<file path="config.mk">
export PLATFORM = sky130hd
export DESIGN_NAME = cmp_sel_regs
export DESIGN_NICKNAME = d
export VERILOG_FILES = /design/src/shared/cmp_sel_pkg.sv /design/src/verilog/cmp_sel_regs.sv /design/src/verilog/cmp_sync3.sv
export SDC_FILE = /design/constraint.sdc
export NUM_CORES = 1
export LEC_CHECK = 0
export ABC_CLOCK_PERIOD_IN_PS = 2400
export BUFFER_PORTS_ARGS = -buffer_cell sky130_fd_sc_hd__buf_2
export CAP_MARGIN = 30
export CORE_ASPECT_RATIO = 0.8
export CORE_MARGIN = 2
export CORE_UTILIZATION = 40
export CTS_BUF_LIST = sky130_fd_sc_hd__clkbuf_2 sky130_fd_sc_hd__clkbuf_4 sky130_fd_sc_hd__clkbuf_8
export CTS_CLUSTER_SIZE = 8
export DETAILED_ROUTE_END_ITERATION = 10
export GPL_TIMING_DRIVEN = 0
export PLACE_DENSITY_LB_ADDON = 0.15
export RECOVER_POWER = 100
export SLEW_MARGIN = 5
export SYNTH_ARGS = -nofsm -noshare
export SYNTH_HDL_FRONTEND = slang
export SYNTH_SLANG_ARGS = --single-unit
export TNS_END_PERCENT = 5
</file>
<file path="constraint.sdc">
create_clock -name clk -period 2.4 [get_ports clk]
set_clock_uncertainty 0.05 [all_clocks]
set_input_delay 0.24 -clock clk [delete_from_list [all_inputs] [get_ports clk]]
set_output_delay 0.24 -clock clk [all_outputs]
set_load 0.01 [all_outputs]
</file>
<file path="src/shared/cmp_sel_pkg.sv">
// Purpose: Constants and types for the comparator input select register bank
// Assumes: AXI4-Lite register access, 32-bit data, 8-bit registers in low bits
// Notes:   Overview list below describes what the bank must do
//
// Overview of operation
// - Falling edge of comparator result sets its flag when falling enable is set
// - Positive select in bits 5:4; code 10 picks fixed voltage reference
// - Two-comparator part: negative select bits 1:0, 00 pin zero, 01 pin one
// - Single-comparator part: one negative select bit, 0 pin zero, 1 pin one
// - Bits 3:2 of the inputs control register always read zero
// - Mirror shows comparator 1 at bit 0, comparator 2 at bit 1, rest zero
package cmp_sel_pkg;

  localparam logic [7:0] ADDR_CTRL1_MAIN   = 8'h00;
  localparam logic [7:0] ADDR_CTRL1_INPUTS = 8'h04;
  localparam logic [7:0] ADDR_CTRL2_MAIN   = 8'h08;
  localparam logic [7:0] ADDR_CTRL2_INPUTS = 8'h0C;
  localparam logic [7:0] ADDR_OUT_MIRROR   = 8'h10;
  localparam logic [7:0] ADDR_IRQ_STATUS   = 8'h14;
  localparam logic [7:0] ADDR_IRQ_MASK     = 8'h18;

  localparam int BIT_RISE_EN   = 7;
  localparam int BIT_FALL_EN   = 6;
  localparam int POS_SEL_LSB   = 4;
  localparam int NEG_SEL_LSB   = 0;

  localparam logic [7:0] INPUTS_WMASK_DUAL   = 8'hF3;
  localparam logic [7:0] INPUTS_WMASK_SINGLE = 8'hF1;
  localparam logic [7:0] MAIN_WMASK          = 8'hB7;
  localparam logic [7:0] RESET_CTRL          = 8'h00;
  localparam logic [1:0] RESET_IRQ           = 2'h0;

  localparam logic [1:0] POS_SEL_FVR  = 2'h2;
  localparam logic [1:0] NEG_SEL_PIN0 = 2'h0;
  localparam logic [1:0] NEG_SEL_PIN1 = 2'h1;

  localparam logic [1:0] RESP_OKAY   = 2'h0;
  localparam logic [1:0] RESP_SLVERR = 2'h2;

  typedef enum logic [1:0] {
    WR_IDLE = 2'b00,
    WR_RESP = 2'b01
  } wr_state_t;

endpackage

</file>
<file path="src/verilog/cmp_sel_regs.sv">
`timescale 1ns/1ps
// Purpose: Comparator input select, edge flag and output mirror registers
// Assumes: AXI4-Lite slave, one outstanding write and one read
// Notes:   Comparator 2 registers exist only when DUAL is 1
module cmp_sel_regs #(
  parameter bit DUAL = 1'b1
) (
  // Clock and reset
  input  wire logic                     clk,
  input  wire logic                     rstn,
  // AXI4-Lite write address and data
  input  wire logic                     s_axi_awvalid,
  output logic                          s_axi_awready,
  input  wire logic [7:0]               s_axi_awaddr,
  input  wire logic                     s_axi_wvalid,
  output logic                          s_axi_wready,
  input  wire logic [31:0]              s_axi_wdata,
  input  wire logic [3:0]               s_axi_wstrb,
  // AXI4-Lite write response
  output logic                          s_axi_bvalid,
  input  wire logic                     s_axi_bready,
  output logic [1:0]                    s_axi_bresp,
  // AXI4-Lite read
  input  wire logic                     s_axi_arvalid,
  output logic                          s_axi_arready,
  input  wire logic [7:0]               s_axi_araddr,
  output logic                          s_axi_rvalid,
  input  wire logic                     s_axi_rready,
  output logic [31:0]                   s_axi_rdata,
  output logic [1:0]                    s_axi_rresp,
  // Comparator analog side
  input  wire logic [1:0]               comparator_result_bit,
  output logic [1:0]                    positive_input_select_1,
  output logic [1:0]                    negative_input_select_1,
  output logic [1:0]                    positive_input_select_2,
  output logic [1:0]                    negative_input_select_2,
  output logic [7:0]                    control_main_1,
  output logic [7:0]                    control_main_2,
  // Interrupt
  output logic                          irq
);
  import cmp_sel_pkg::*;

  function automatic logic [7:0] wmerge(input logic [7:0] old_v, input logic [7:0] wd,
                                        input logic [7:0] msk, input logic en);
    wmerge = en ? ((old_v & ~msk) | (wd & msk)) : old_v;
  endfunction

  function automatic logic mapped(input logic [7:0] a, input logic dual);
    case (a)
      ADDR_CTRL1_MAIN, ADDR_CTRL1_INPUTS, ADDR_OUT_MIRROR,
      ADDR_IRQ_STATUS, ADDR_IRQ_MASK: mapped = 1'b1;
      ADDR_CTRL2_MAIN, ADDR_CTRL2_INPUTS: mapped = dual;
      default: mapped = 1'b0;
    endcase
  endfunction

  localparam logic [7:0] IN_WMASK = DUAL ? INPUTS_WMASK_DUAL : INPUTS_WMASK_SINGLE;

  // Synchronised comparator outputs
  logic [1:0] res_sync;
  cmp_sync3 #(.WIDTH(2)) u_sync (
    .clk      (clk),
    .rstn     (rstn),
    .async_in (comparator_result_bit),
    .sync_out (res_sync)
  );

  // Register state
  logic [7:0] main1_r, main2_r, in1_r, in2_r;
  logic [7:0] main1_nxt, main2_nxt, in1_nxt, in2_nxt;
  logic [1:0] res_prev_r, res_prev_nxt;
  logic [1:0] flag_r, flag_nxt;
  logic [1:0] mask_r, mask_nxt;
  logic       irq_r, irq_nxt;

  // Bus state
  wr_state_t  wst_r, wst_nxt;
  logic       aw_got_r, aw_got_nxt;
  logic       w_got_r, w_got_nxt;
  logic [7:0] awaddr_r, awaddr_nxt;
  logic [31:0] wdata_r, wdata_nxt;
  logic [3:0] wstrb_r, wstrb_nxt;
  logic [1:0] bresp_r, bresp_nxt;
  logic       rvalid_r, rvalid_nxt;
  logic [31:0] rdata_r, rdata_nxt;
  logic [1:0] rresp_r, rresp_nxt;
  // Registered handshake and select outputs
  logic       awready_r, awready_nxt;
  logic       wready_r, wready_nxt;
  logic       bvalid_r, bvalid_nxt;
  logic       arready_r, arready_nxt;
  logic [1:0] isel1_r, isel1_nxt, nsel1_r, nsel1_nxt;
  logic [1:0] isel2_r, isel2_nxt, nsel2_r, nsel2_nxt;

  logic       do_write;
  logic       do_read;
  logic       wr_lane0;
  logic [1:0] rise_ev, fall_ev, edge_ev;
  logic [7:0] rd_val;

  always_comb begin
    do_write = (wst_r == WR_IDLE) && aw_got_r && w_got_r;
    do_read  = s_axi_arvalid && !rvalid_r;
    wr_lane0 = wstrb_r[0];
    for (int c = 0; c < 2; c++) begin
      rise_ev[c] = res_sync[c] && !res_prev_r[c];
      fall_ev[c] = !res_sync[c] && res_prev_r[c];
    end
    edge_ev[0] = (rise_ev[0] && in1_r[BIT_RISE_EN]) ||
                 (fall_ev[0] && in1_r[BIT_FALL_EN]);
    edge_ev[1] = DUAL && ((rise_ev[1] && in2_r[BIT_RISE_EN]) ||
                 (fall_ev[1] && in2_r[BIT_FALL_EN]));
  end

  // Read data mux
  always_comb begin
    rd_val = 8'h00;
    case (s_axi_araddr)
      ADDR_CTRL1_MAIN:   rd_val = main1_r;
      ADDR_CTRL1_INPUTS: rd_val = in1_r & IN_WMASK;
      ADDR_CTRL2_MAIN:   rd_val = DUAL ? main2_r : 8'h00;
      ADDR_CTRL2_INPUTS: rd_val = DUAL ? (in2_r & IN_WMASK) : 8'h00;
      ADDR_OUT_MIRROR:   rd_val = {6'h00, DUAL & res_sync[1], res_sync[0]};
      ADDR_IRQ_STATUS:   rd_val = {6'h00, flag_r};
      ADDR_IRQ_MASK:     rd_val = {6'h00, mask_r};
      default:           rd_val = 8'h00;
    endcase
  end

  // Register next state
  always_comb begin
    main1_nxt    = main1_r;
    main2_nxt    = main2_r;
    in1_nxt      = in1_r;
    in2_nxt      = in2_r;
    mask_nxt     = mask_r;
    res_prev_nxt = res_sync;
    flag_nxt     = flag_r;
    if (do_write) begin
      case (awaddr_r)
        ADDR_CTRL1_MAIN:   main1_nxt = wmerge(main1_r, wdata_r[7:0], MAIN_WMASK, wr_lane0);
        ADDR_CTRL1_INPUTS: in1_nxt = wmerge(in1_r, wdata_r[7:0], IN_WMASK, wr_lane0);
        ADDR_CTRL2_MAIN:   main2_nxt = wmerge(main2_r, wdata_r[7:0], MAIN_WMASK,
                                              wr_lane0 && DUAL);
        ADDR_CTRL2_INPUTS: in2_nxt = wmerge(in2_r, wdata_r[7:0], IN_WMASK, wr_lane0 && DUAL);
        ADDR_IRQ_MASK:     mask_nxt = wr_lane0 ? wdata_r[1:0] : mask_r;
        default: ;
      endcase
    end
    // Read of status clears; an edge in the same cycle wins
    if (do_read && s_axi_araddr == ADDR_IRQ_STATUS) begin
      flag_nxt = 2'b00;
    end
    flag_nxt = flag_nxt | edge_ev;
    if (!DUAL) begin
      flag_nxt[1] = 1'b0;
      mask_nxt[1] = 1'b0;
    end
    irq_nxt = |(flag_nxt & mask_nxt);
  end

  // Mux select outputs are registered so they stand glitch free
  always_comb begin
    isel1_nxt = in1_nxt[POS_SEL_LSB +: 2];
    isel2_nxt = in2_nxt[POS_SEL_LSB +: 2];
    // Single part: one select bit, 0 pin zero, 1 pin one
    nsel1_nxt = DUAL ? in1_nxt[NEG_SEL_LSB +: 2]
                     : {1'b0, in1_nxt[NEG_SEL_LSB]};
    nsel2_nxt = DUAL ? in2_nxt[NEG_SEL_LSB +: 2] : NEG_SEL_PIN0;
  end

  // Bus next state
  always_comb begin
    wst_nxt    = wst_r;
    aw_got_nxt = aw_got_r;
    w_got_nxt  = w_got_r;
    awaddr_nxt = awaddr_r;
    wdata_nxt  = wdata_r;
    wstrb_nxt  = wstrb_r;
    bresp_nxt  = bresp_r;
    rvalid_nxt = rvalid_r;
    rdata_nxt  = rdata_r;
    rresp_nxt  = rresp_r;
    if (s_axi_awvalid && !aw_got_r && wst_r == WR_IDLE) begin
      aw_got_nxt = 1'b1;
      awaddr_nxt = s_axi_awaddr;
    end
    if (s_axi_wvalid && !w_got_r && wst_r == WR_IDLE) begin
      w_got_nxt = 1'b1;
      wdata_nxt = s_axi_wdata;
      wstrb_nxt = s_axi_wstrb;
    end
    case (wst_r)
      WR_IDLE: begin
        if (do_write) begin
          wst_nxt    = WR_RESP;
          aw_got_nxt = 1'b0;
          w_got_nxt  = 1'b0;
          bresp_nxt  = mapped(awaddr_r, DUAL) ? RESP_OKAY : RESP_SLVERR;
        end
      end
      WR_RESP: begin
        if (s_axi_bready) begin
          wst_nxt = WR_IDLE;
        end
      end
      default: wst_nxt = WR_IDLE;
    endcase
    if (rvalid_r && s_axi_rready) begin
      rvalid_nxt = 1'b0;
    end
    if (do_read) begin
      rvalid_nxt = 1'b1;
      rdata_nxt  = {24'h000000, rd_val};
      rresp_nxt  = mapped(s_axi_araddr, DUAL) ? RESP_OKAY : RESP_SLVERR;
    end

    // Handshake outputs follow the next state, so a channel is refused
    // from the very edge at which it is taken, with no decode on the pins
    awready_nxt = !aw_got_nxt && (wst_nxt == WR_IDLE);
    wready_nxt  = !w_got_nxt && (wst_nxt == WR_IDLE);
    bvalid_nxt  = (wst_nxt == WR_RESP);
    arready_nxt = !rvalid_nxt;
  end

  always_ff @(posedge clk) begin
    if (!rstn) begin
      main1_r    <= RESET_CTRL;
      main2_r    <= RESET_CTRL;
      in1_r      <= RESET_CTRL;
      in2_r      <= RESET_CTRL;
      mask_r     <= RESET_IRQ;
      flag_r     <= RESET_IRQ;
      res_prev_r <= 2'h0;
      irq_r      <= 1'b0;
      isel1_r    <= 2'h0;
      isel2_r    <= 2'h0;
      nsel1_r    <= 2'h0;
      nsel2_r    <= 2'h0;
      wst_r      <= WR_IDLE;
      aw_got_r   <= 1'b0;
      w_got_r    <= 1'b0;
      awaddr_r   <= 8'h00;
      wdata_r    <= 32'h00000000;
      wstrb_r    <= 4'h0;
      bresp_r    <= RESP_OKAY;
      rvalid_r   <= 1'b0;
      rdata_r    <= 32'h00000000;
      rresp_r    <= RESP_OKAY;
      // Slots are free out of reset, so the readies start high
      awready_r  <= 1'b1;
      wready_r   <= 1'b1;
      bvalid_r   <= 1'b0;
      arready_r  <= 1'b1;
    end else begin
      main1_r    <= main1_nxt;
      main2_r    <= main2_nxt;
      in1_r      <= in1_nxt;
      in2_r      <= in2_nxt;
      mask_r     <= mask_nxt;
      flag_r     <= flag_nxt;
      res_prev_r <= res_prev_nxt;
      irq_r      <= irq_nxt;
      isel1_r    <= isel1_nxt;
      isel2_r    <= isel2_nxt;
      nsel1_r    <= nsel1_nxt;
      nsel2_r    <= nsel2_nxt;
      wst_r      <= wst_nxt;
      aw_got_r   <= aw_got_nxt;
      w_got_r    <= w_got_nxt;
      awaddr_r   <= awaddr_nxt;
      wdata_r    <= wdata_nxt;
      wstrb_r    <= wstrb_nxt;
      bresp_r    <= bresp_nxt;
      rvalid_r   <= rvalid_nxt;
      rdata_r    <= rdata_nxt;
      rresp_r    <= rresp_nxt;
      awready_r  <= awready_nxt;
      wready_r   <= wready_nxt;
      bvalid_r   <= bvalid_nxt;
      arready_r  <= arready_nxt;
    end
  end

  // Ready is high while the slot is free and, for writes, no response is pending, so each channel is taken alone
  assign s_axi_awready           = awready_r;
  assign s_axi_wready            = wready_r;
  assign s_axi_bvalid            = bvalid_r;
  assign s_axi_bresp             = bresp_r;
  assign s_axi_arready           = arready_r;
  assign s_axi_rvalid            = rvalid_r;
  assign s_axi_rdata             = rdata_r;
  assign s_axi_rresp             = rresp_r;
  assign positive_input_select_1 = isel1_r;
  assign positive_input_select_2 = isel2_r;
  assign negative_input_select_1 = nsel1_r;
  assign negative_input_select_2 = nsel2_r;
  assign control_main_1          = main1_r;
  assign control_main_2          = main2_r;
  assign irq                     = irq_r;
endmodule

</file>
<file path="src/verilog/cmp_sync3.sv">
`timescale 1ns/1ps
// Purpose: Three-flop synchroniser for asynchronous comparator result levels
// Assumes: Input changes slower than two clock periods
// Notes:   Output changes only once stages two and three agree
module cmp_sync3 #(
  parameter int WIDTH = 2
) (
  // Clock and reset
  input  wire logic             clk,
  input  wire logic             rstn,
  // Data
  input  wire logic [WIDTH-1:0] async_in,
  output logic      [WIDTH-1:0] sync_out
);
  logic [WIDTH-1:0] s1_r, s2_r, s3_r, out_r;
  logic [WIDTH-1:0] s1_nxt, s2_nxt, s3_nxt, out_nxt;

  always_comb begin
    s1_nxt  = async_in;
    s2_nxt  = s1_r;
    s3_nxt  = s2_r;
    out_nxt = out_r;
    for (int i = 0; i < WIDTH; i++) begin
      if (s2_r[i] == s3_r[i]) begin
        out_nxt[i] = s3_r[i];
      end
    end
  end

  always_ff @(posedge clk) begin
    if (!rstn) begin
      s1_r  <= '0;
      s2_r  <= '0;
      s3_r  <= '0;
      out_r <= '0;
    end else begin
      s1_r  <= s1_nxt;
      s2_r  <= s2_nxt;
      s3_r  <= s3_nxt;
      out_r <= out_nxt;
    end
  end

  assign sync_out = out_r;
endmodule

</file>
# Yosys cells after proc, flatten, opt, wreduce, memory -nomap -nowiden
# Index checks and enable logic that the tools add are counted.
# classes
bitwise	6
reduce_logical	43
muxes	29
eq_ne	16
# ops
cell	count
8-bit case mux with 7 select lines	1
8-bit by 5-bit == test with 1-bit output, second input constant	6
6-bit two-way mux	6
8-bit by 4-bit == test with 1-bit output, second input constant	4
1-bit logical AND	19
8-bit by 3-bit == test with 1-bit output, second input constant	2
8-bit logical NOT	2
2-bit two-way mux	8
4-bit by 8-bit bitwise OR with 8-bit output	2
7-bit by 8-bit bitwise OR with 8-bit output	2
7-bit OR reduction	2
1-bit two-way mux	13
3-bit AND reduction	4
1-bit logical NOT	10
2-bit by 1-bit == test with 1-bit output, second input constant	2
2-bit logical NOT	2
2-bit case mux with 2 select lines	1
2-bit AND	1
1-bit == test	2
1-bit logical OR	2
2-bit bitwise OR	1
2-bit AND reduction	1
2-bit OR reduction	1
# word_totals
inputBits	61
ff_bits	93
elab_cells	127
output_inout_bits	66

# Logic depth before layout (Yosys ltp)
# depth
ltp_word	8
ltp_mapped	6
ltp_nobuf	4

# By module
# From an unflattened synthesis, not the netlist that was laid out.
# unflattened
hier_cells	364
area_unflattened_um2	3245.6
# by_module_without_submodules
module	seq_area_each_um2	area_per_inst_um2	cells_each	n_inst
cmp_sel_regs	1301.2	3007.9	344	1
cmp_sync3	160.2	237.7	20	1

# Worst setup path after synthesis
# OpenSTA, ideal clock, no wires.
# synth_path
path_type	register to register
startpoint	register awaddr_r[1]
endpoint	register in1_r[0]
arrival_ns	1.756
path_slack_ns	0.462
setup_time_ns	0.132
t_required_ns	2.218
path_buffers	1
path_stages_with_launch	6
synth_period_minus_slack_ns	1.938
cell_sequence	dfxtp_1 > or4_4 > or4_4 > buf_6 > o21ai_1 > a21oi_1
# synth_via
elab_chain_len	3
# synth_lines
item	line_no	text
start, declared	cmp_sel_regs.sv:81	logic [7:0] awaddr_r, awaddr_nxt;
start signal, assigned	cmp_sel_regs.sv:272	awaddr_r <= awaddr_nxt;
8-bit by 3-bit == test with 1-bit output	cmp_sel_regs.sv:141	case (awaddr_r)
6-bit two-way mux	cmp_sel_regs.sv:141	
6-bit two-way mux	cmp_sel_regs.sv:140	if (do_write) begin
end signal, assigned	cmp_sel_regs.sv:259	in1_r <= in1_nxt;
end, declared	cmp_sel_regs.sv:70	logic [7:0] main1_r, main2_r, in1_r, in2_r;
# No other way between the ends.
# A chain may end at the register's enable or synchronous reset.

# Final worst setup path
# layout_path
startpoint	register awaddr_r[1]
endpoint	register main1_r[5], in the netlist control_main_1[5]
# layout_via
elab_chain_len	2
# layout_lines
item	line_no	text
8-bit logical NOT	cmp_sel_regs.sv:141	
3-bit AND reduction (no line)	-	
end signal, assigned	cmp_sel_regs.sv:257	main1_r <= main1_nxt;
end, declared	cmp_sel_regs.sv:70	
# No other way between the ends.

==> out/metrics.cfg <==
[outcome]
outcome = complete, no violations

[placed_design]
gp_congestion = 0.840
dp_hpwl_mm = 6.24
io_buffers = 66
place_area_sq_mm = 0.00388

[clock_tree]
clk_path_buf_depth = 2
root_buffer = clkbuf_8
clk_pin_slew_ns = 0.07
clock_sinks = 73
numCtsBuffers = 9
cts_hold_buf = 0
postCtsSetupRepairBufs = 0
htreeDepth = 3
cts_resized = 0
clock_latency_ns = 0.35
cts_tree = built

[power_and_ir_drop]
leakagePower_nw = 1.57
switching_share_pct = 25.1
p_comb_share_pct = 9.5
power_per_cell_area_mw_per_mm2 = 594
p_clk_share_pct = 37.5
power.switching_mw = 0.598
p_seq_share_pct = 53.0
ir_drop_mv = 0.223
power_report.internal_total_mw = 1.79

[synth]
ys_types = 43
synthArstFlopShare_pct = 0
synth_top_flop_cell = dfxtp_1
syn-cell-area_sq_mm = 0.00329
ys_warn_count = 0
ys_seq_area_share_pct = 44.5
avgSynthCellArea_sq_um = 9.15
ys_ff_latch = 73
synth-edff-count = 0
syn-instance-count = 359

[worst_setup_path]
critical_path_class = flip-flop to flip-flop
slowest_stage = or4_1
reg2reg_to = control_main_1[5]$_SDFFE_PN0P_
crit_path_end_kind = flip-flop
slowest_delay_ns = 0.66
worstRegToRegCells = 5
critPathLaunch = awaddr_r[1]$_SDFFE_PN0P_
critPathBufInv = 1
cp_max_fo = 10
cpLargestDelayFamily = simple AND/OR/NAND/NOR gates
required_ns = 2.56
crit_chain = or4_1, or4_4, buf_6, o21ai_0, a21oi_1
timing.rr.start = awaddr_r[1]$_SDFFE_PN0P_
endpoint = control_main_1[5]$_SDFFE_PN0P_
startpoint_type = flip-flop
reg2reg_slack_ns = 0.18
worstPathArrival_ns = 2.38
critical_path_cell_count = 5

[job]
cap_viol_max_count = 0

[routing]
post_drt_wl_per_cell_um = 14.3
drtIter0Drc = 142
drt-total-wl_mm = 8.30
dr.pass1.iters = 5
avgViaCountPerCell = 4.93
vias = 2865
drc = 0
ant_nets = 0

[global_routing]
antenna_found_initial = 0
grt_max_degree = 12
grtUsageTotal_pct = 19.1
grt_pass1_wl_mm = 13.4
gr-total-overflow = 0
grt_pass1_vias = 2608

[sta]
worst_pin_slew_ns = 0.795
setup_viol = 0
max_slew_margin_pct = 46.8
slew_viol_final = 0
finalHoldViolations = 0
max_freq_mhz = 451
min_period_ns = 2.22
tns_ns = 0
period_share_pct = 92.4
rsz0062_at_grt = no

[floorplan]
io_pins = 127
core_sq_mm = 0.00795
die_h_um = 85.1
die_w_um = 105
die-area_sq_mm = 0.00896
start_util_pct = 41.3
row_count = 29

[cells_and_area]
final_cell_mix = 73 x dfxtp_1, 45 x clkbuf_1, 44 x a21oi_1
mostFrequentLayoutCell = dfxtp_1
syn_to_final_growth_pct = 22.1
fill_cells = 793
design_area_sq_mm = 0.00401
drive_above_1_share_pct = 23.7
num_antenna_cells = 0
final_nets = 529

[worst_hold_path]
hold_class = input pin to flip-flop

-- layout make-up --
cell class              count  area (sq um)  area share (%)
clock inverters             3          15.0           0.374
clock buffers              13           166            4.15
flip-flops and latches     73          1460            36.4
repair buffers             67           298            7.42
plain buffers              59           407            10.1
inverters                   6          22.5           0.561
multi-input cells         252          1510            37.6
well taps                 108           135            3.37
-- power groups by stage --
stage / sequential, mW / clock [mW] / combinational, mW
final: 1.26 / 0.893 / 0.227
after global routing: 1.27 / 0.965 / 0.251
after CTS: 1.26 / 0.903 / 0.232
after detailed placement: 1.29 / 0 / 0.231
after global placement: 1.29 / 0 / 0.228
after floorplan: 1.29 / 0 / 0.158
-- metrics by stage --
| step | power (mW) | setup slack (ns) | hold slack (ns) | utilization, % | std cells |
|---|---|---|---|---|---|
| 2_1_floorplan | 1.45 | 0.462 | 0.284 | - | 390 |
| 3_3_place_gp | 1.52 | 0.347 | 0.366 | 48.7 | 564 |
| 3_5_place_dp | 1.52 | 0.326 | 0.373 | 48.8 | 565 |
| 4_1_cts | 2.40 | 0.318 | 0.0400 | 51.1 | 581 |
| 5_1_grt | 2.48 | 0.141 | 0.0321 | 50.5 | 581 |
| 6_report | 2.38 | 0.182 | 0.0478 | 50.5 | 581 |
-- registers in the layout, summed over array words and instances (netlist names), 6 cells and up --
name	count
s_axi_rdata	7
in2_r	6
control_main_1	6
wdata_r	7
in1_r	6
control_main_2	6
awaddr_r	8
-- how the worst min path moves through the flow --
| stage | slack, ns | to | cells after the start | from |
|---|---|---|---|---|
| global placement | 0.37 | u_sync.s2_r[1]$_SDFF_PN0_ | 1 | u_sync.s1_r[1]$_SDFF_PN0_ |
| global route | 0.03 | u_sync.s1_r[0]$_SDFF_PN0_ | 2 | comparator_result_bit[0] |
| floorplan | 0.28 | s_axi_arready$_SDFF_PN1_ | 1 | rstn |
| detailed placement | 0.37 | u_sync.s2_r[1]$_SDFF_PN0_ | 1 | u_sync.s1_r[1]$_SDFF_PN0_ |
| CTS | 0.04 | u_sync.s1_r[0]$_SDFF_PN0_ | 2 | comparator_result_bit[0] |
| finish | 0.05 | u_sync.s1_r[1]$_SDFF_PN0_ | 2 | comparator_result_bit[1] |
-- logic make-up (layout without fill, tap and decap cells) --
kind of cell           count (synthesis)  count (layout)  share of synthesized area [%]
AO/OA/AOI/OAI                         91              91                           15.5
multiplexers                          12              12                           5.64
flip-flops                            73              73                           44.5
buffers and inverters                 65             148                           13.1
other                                  1              32                          0.114
AND/OR/NAND/NOR                      117             117                           21.2
-- Yosys cell counts (2+ instances only) --
master     number  area (sq um)
nand4b_1        7          61.3
inv_1           6          22.5
nand3_1        16          80.1
clkbuf_1       15          56.3
dfxtp_1        73          1460
a21bo_2         2          20.0
nand2b_1        5          31.3
nand2_1        41           154
a22oi_1         4          30.0
nand4bb_1       6          67.6
a21oi_1        44           220
nand3b_1        6          45.0
nor3_1          3          15.0
o21ai_1        26           130
or4_4           2          22.5
mux4_2          5           113
mux2_2          2          22.5
nor2_1         12          45.0
and2_1          9          56.3
mux2i_1         5          50.1
o21ai_0         6          30.0
nor4b_1         2          17.5
buf_6           3          33.8
buf_4          39           293
nor4_2          2          25.0
-- routing by layer --
metal  share of wire [%]  global-route usage [%]  vias up
li1                    -                       -     1424
met1                  51                    28.4     1315
met2                  41                    26.8      114
met3                 7.0                    4.99       12
met4                 1.4                    6.18        0
met5                   0                       0        -
Power figures use the tool's default switching activity.
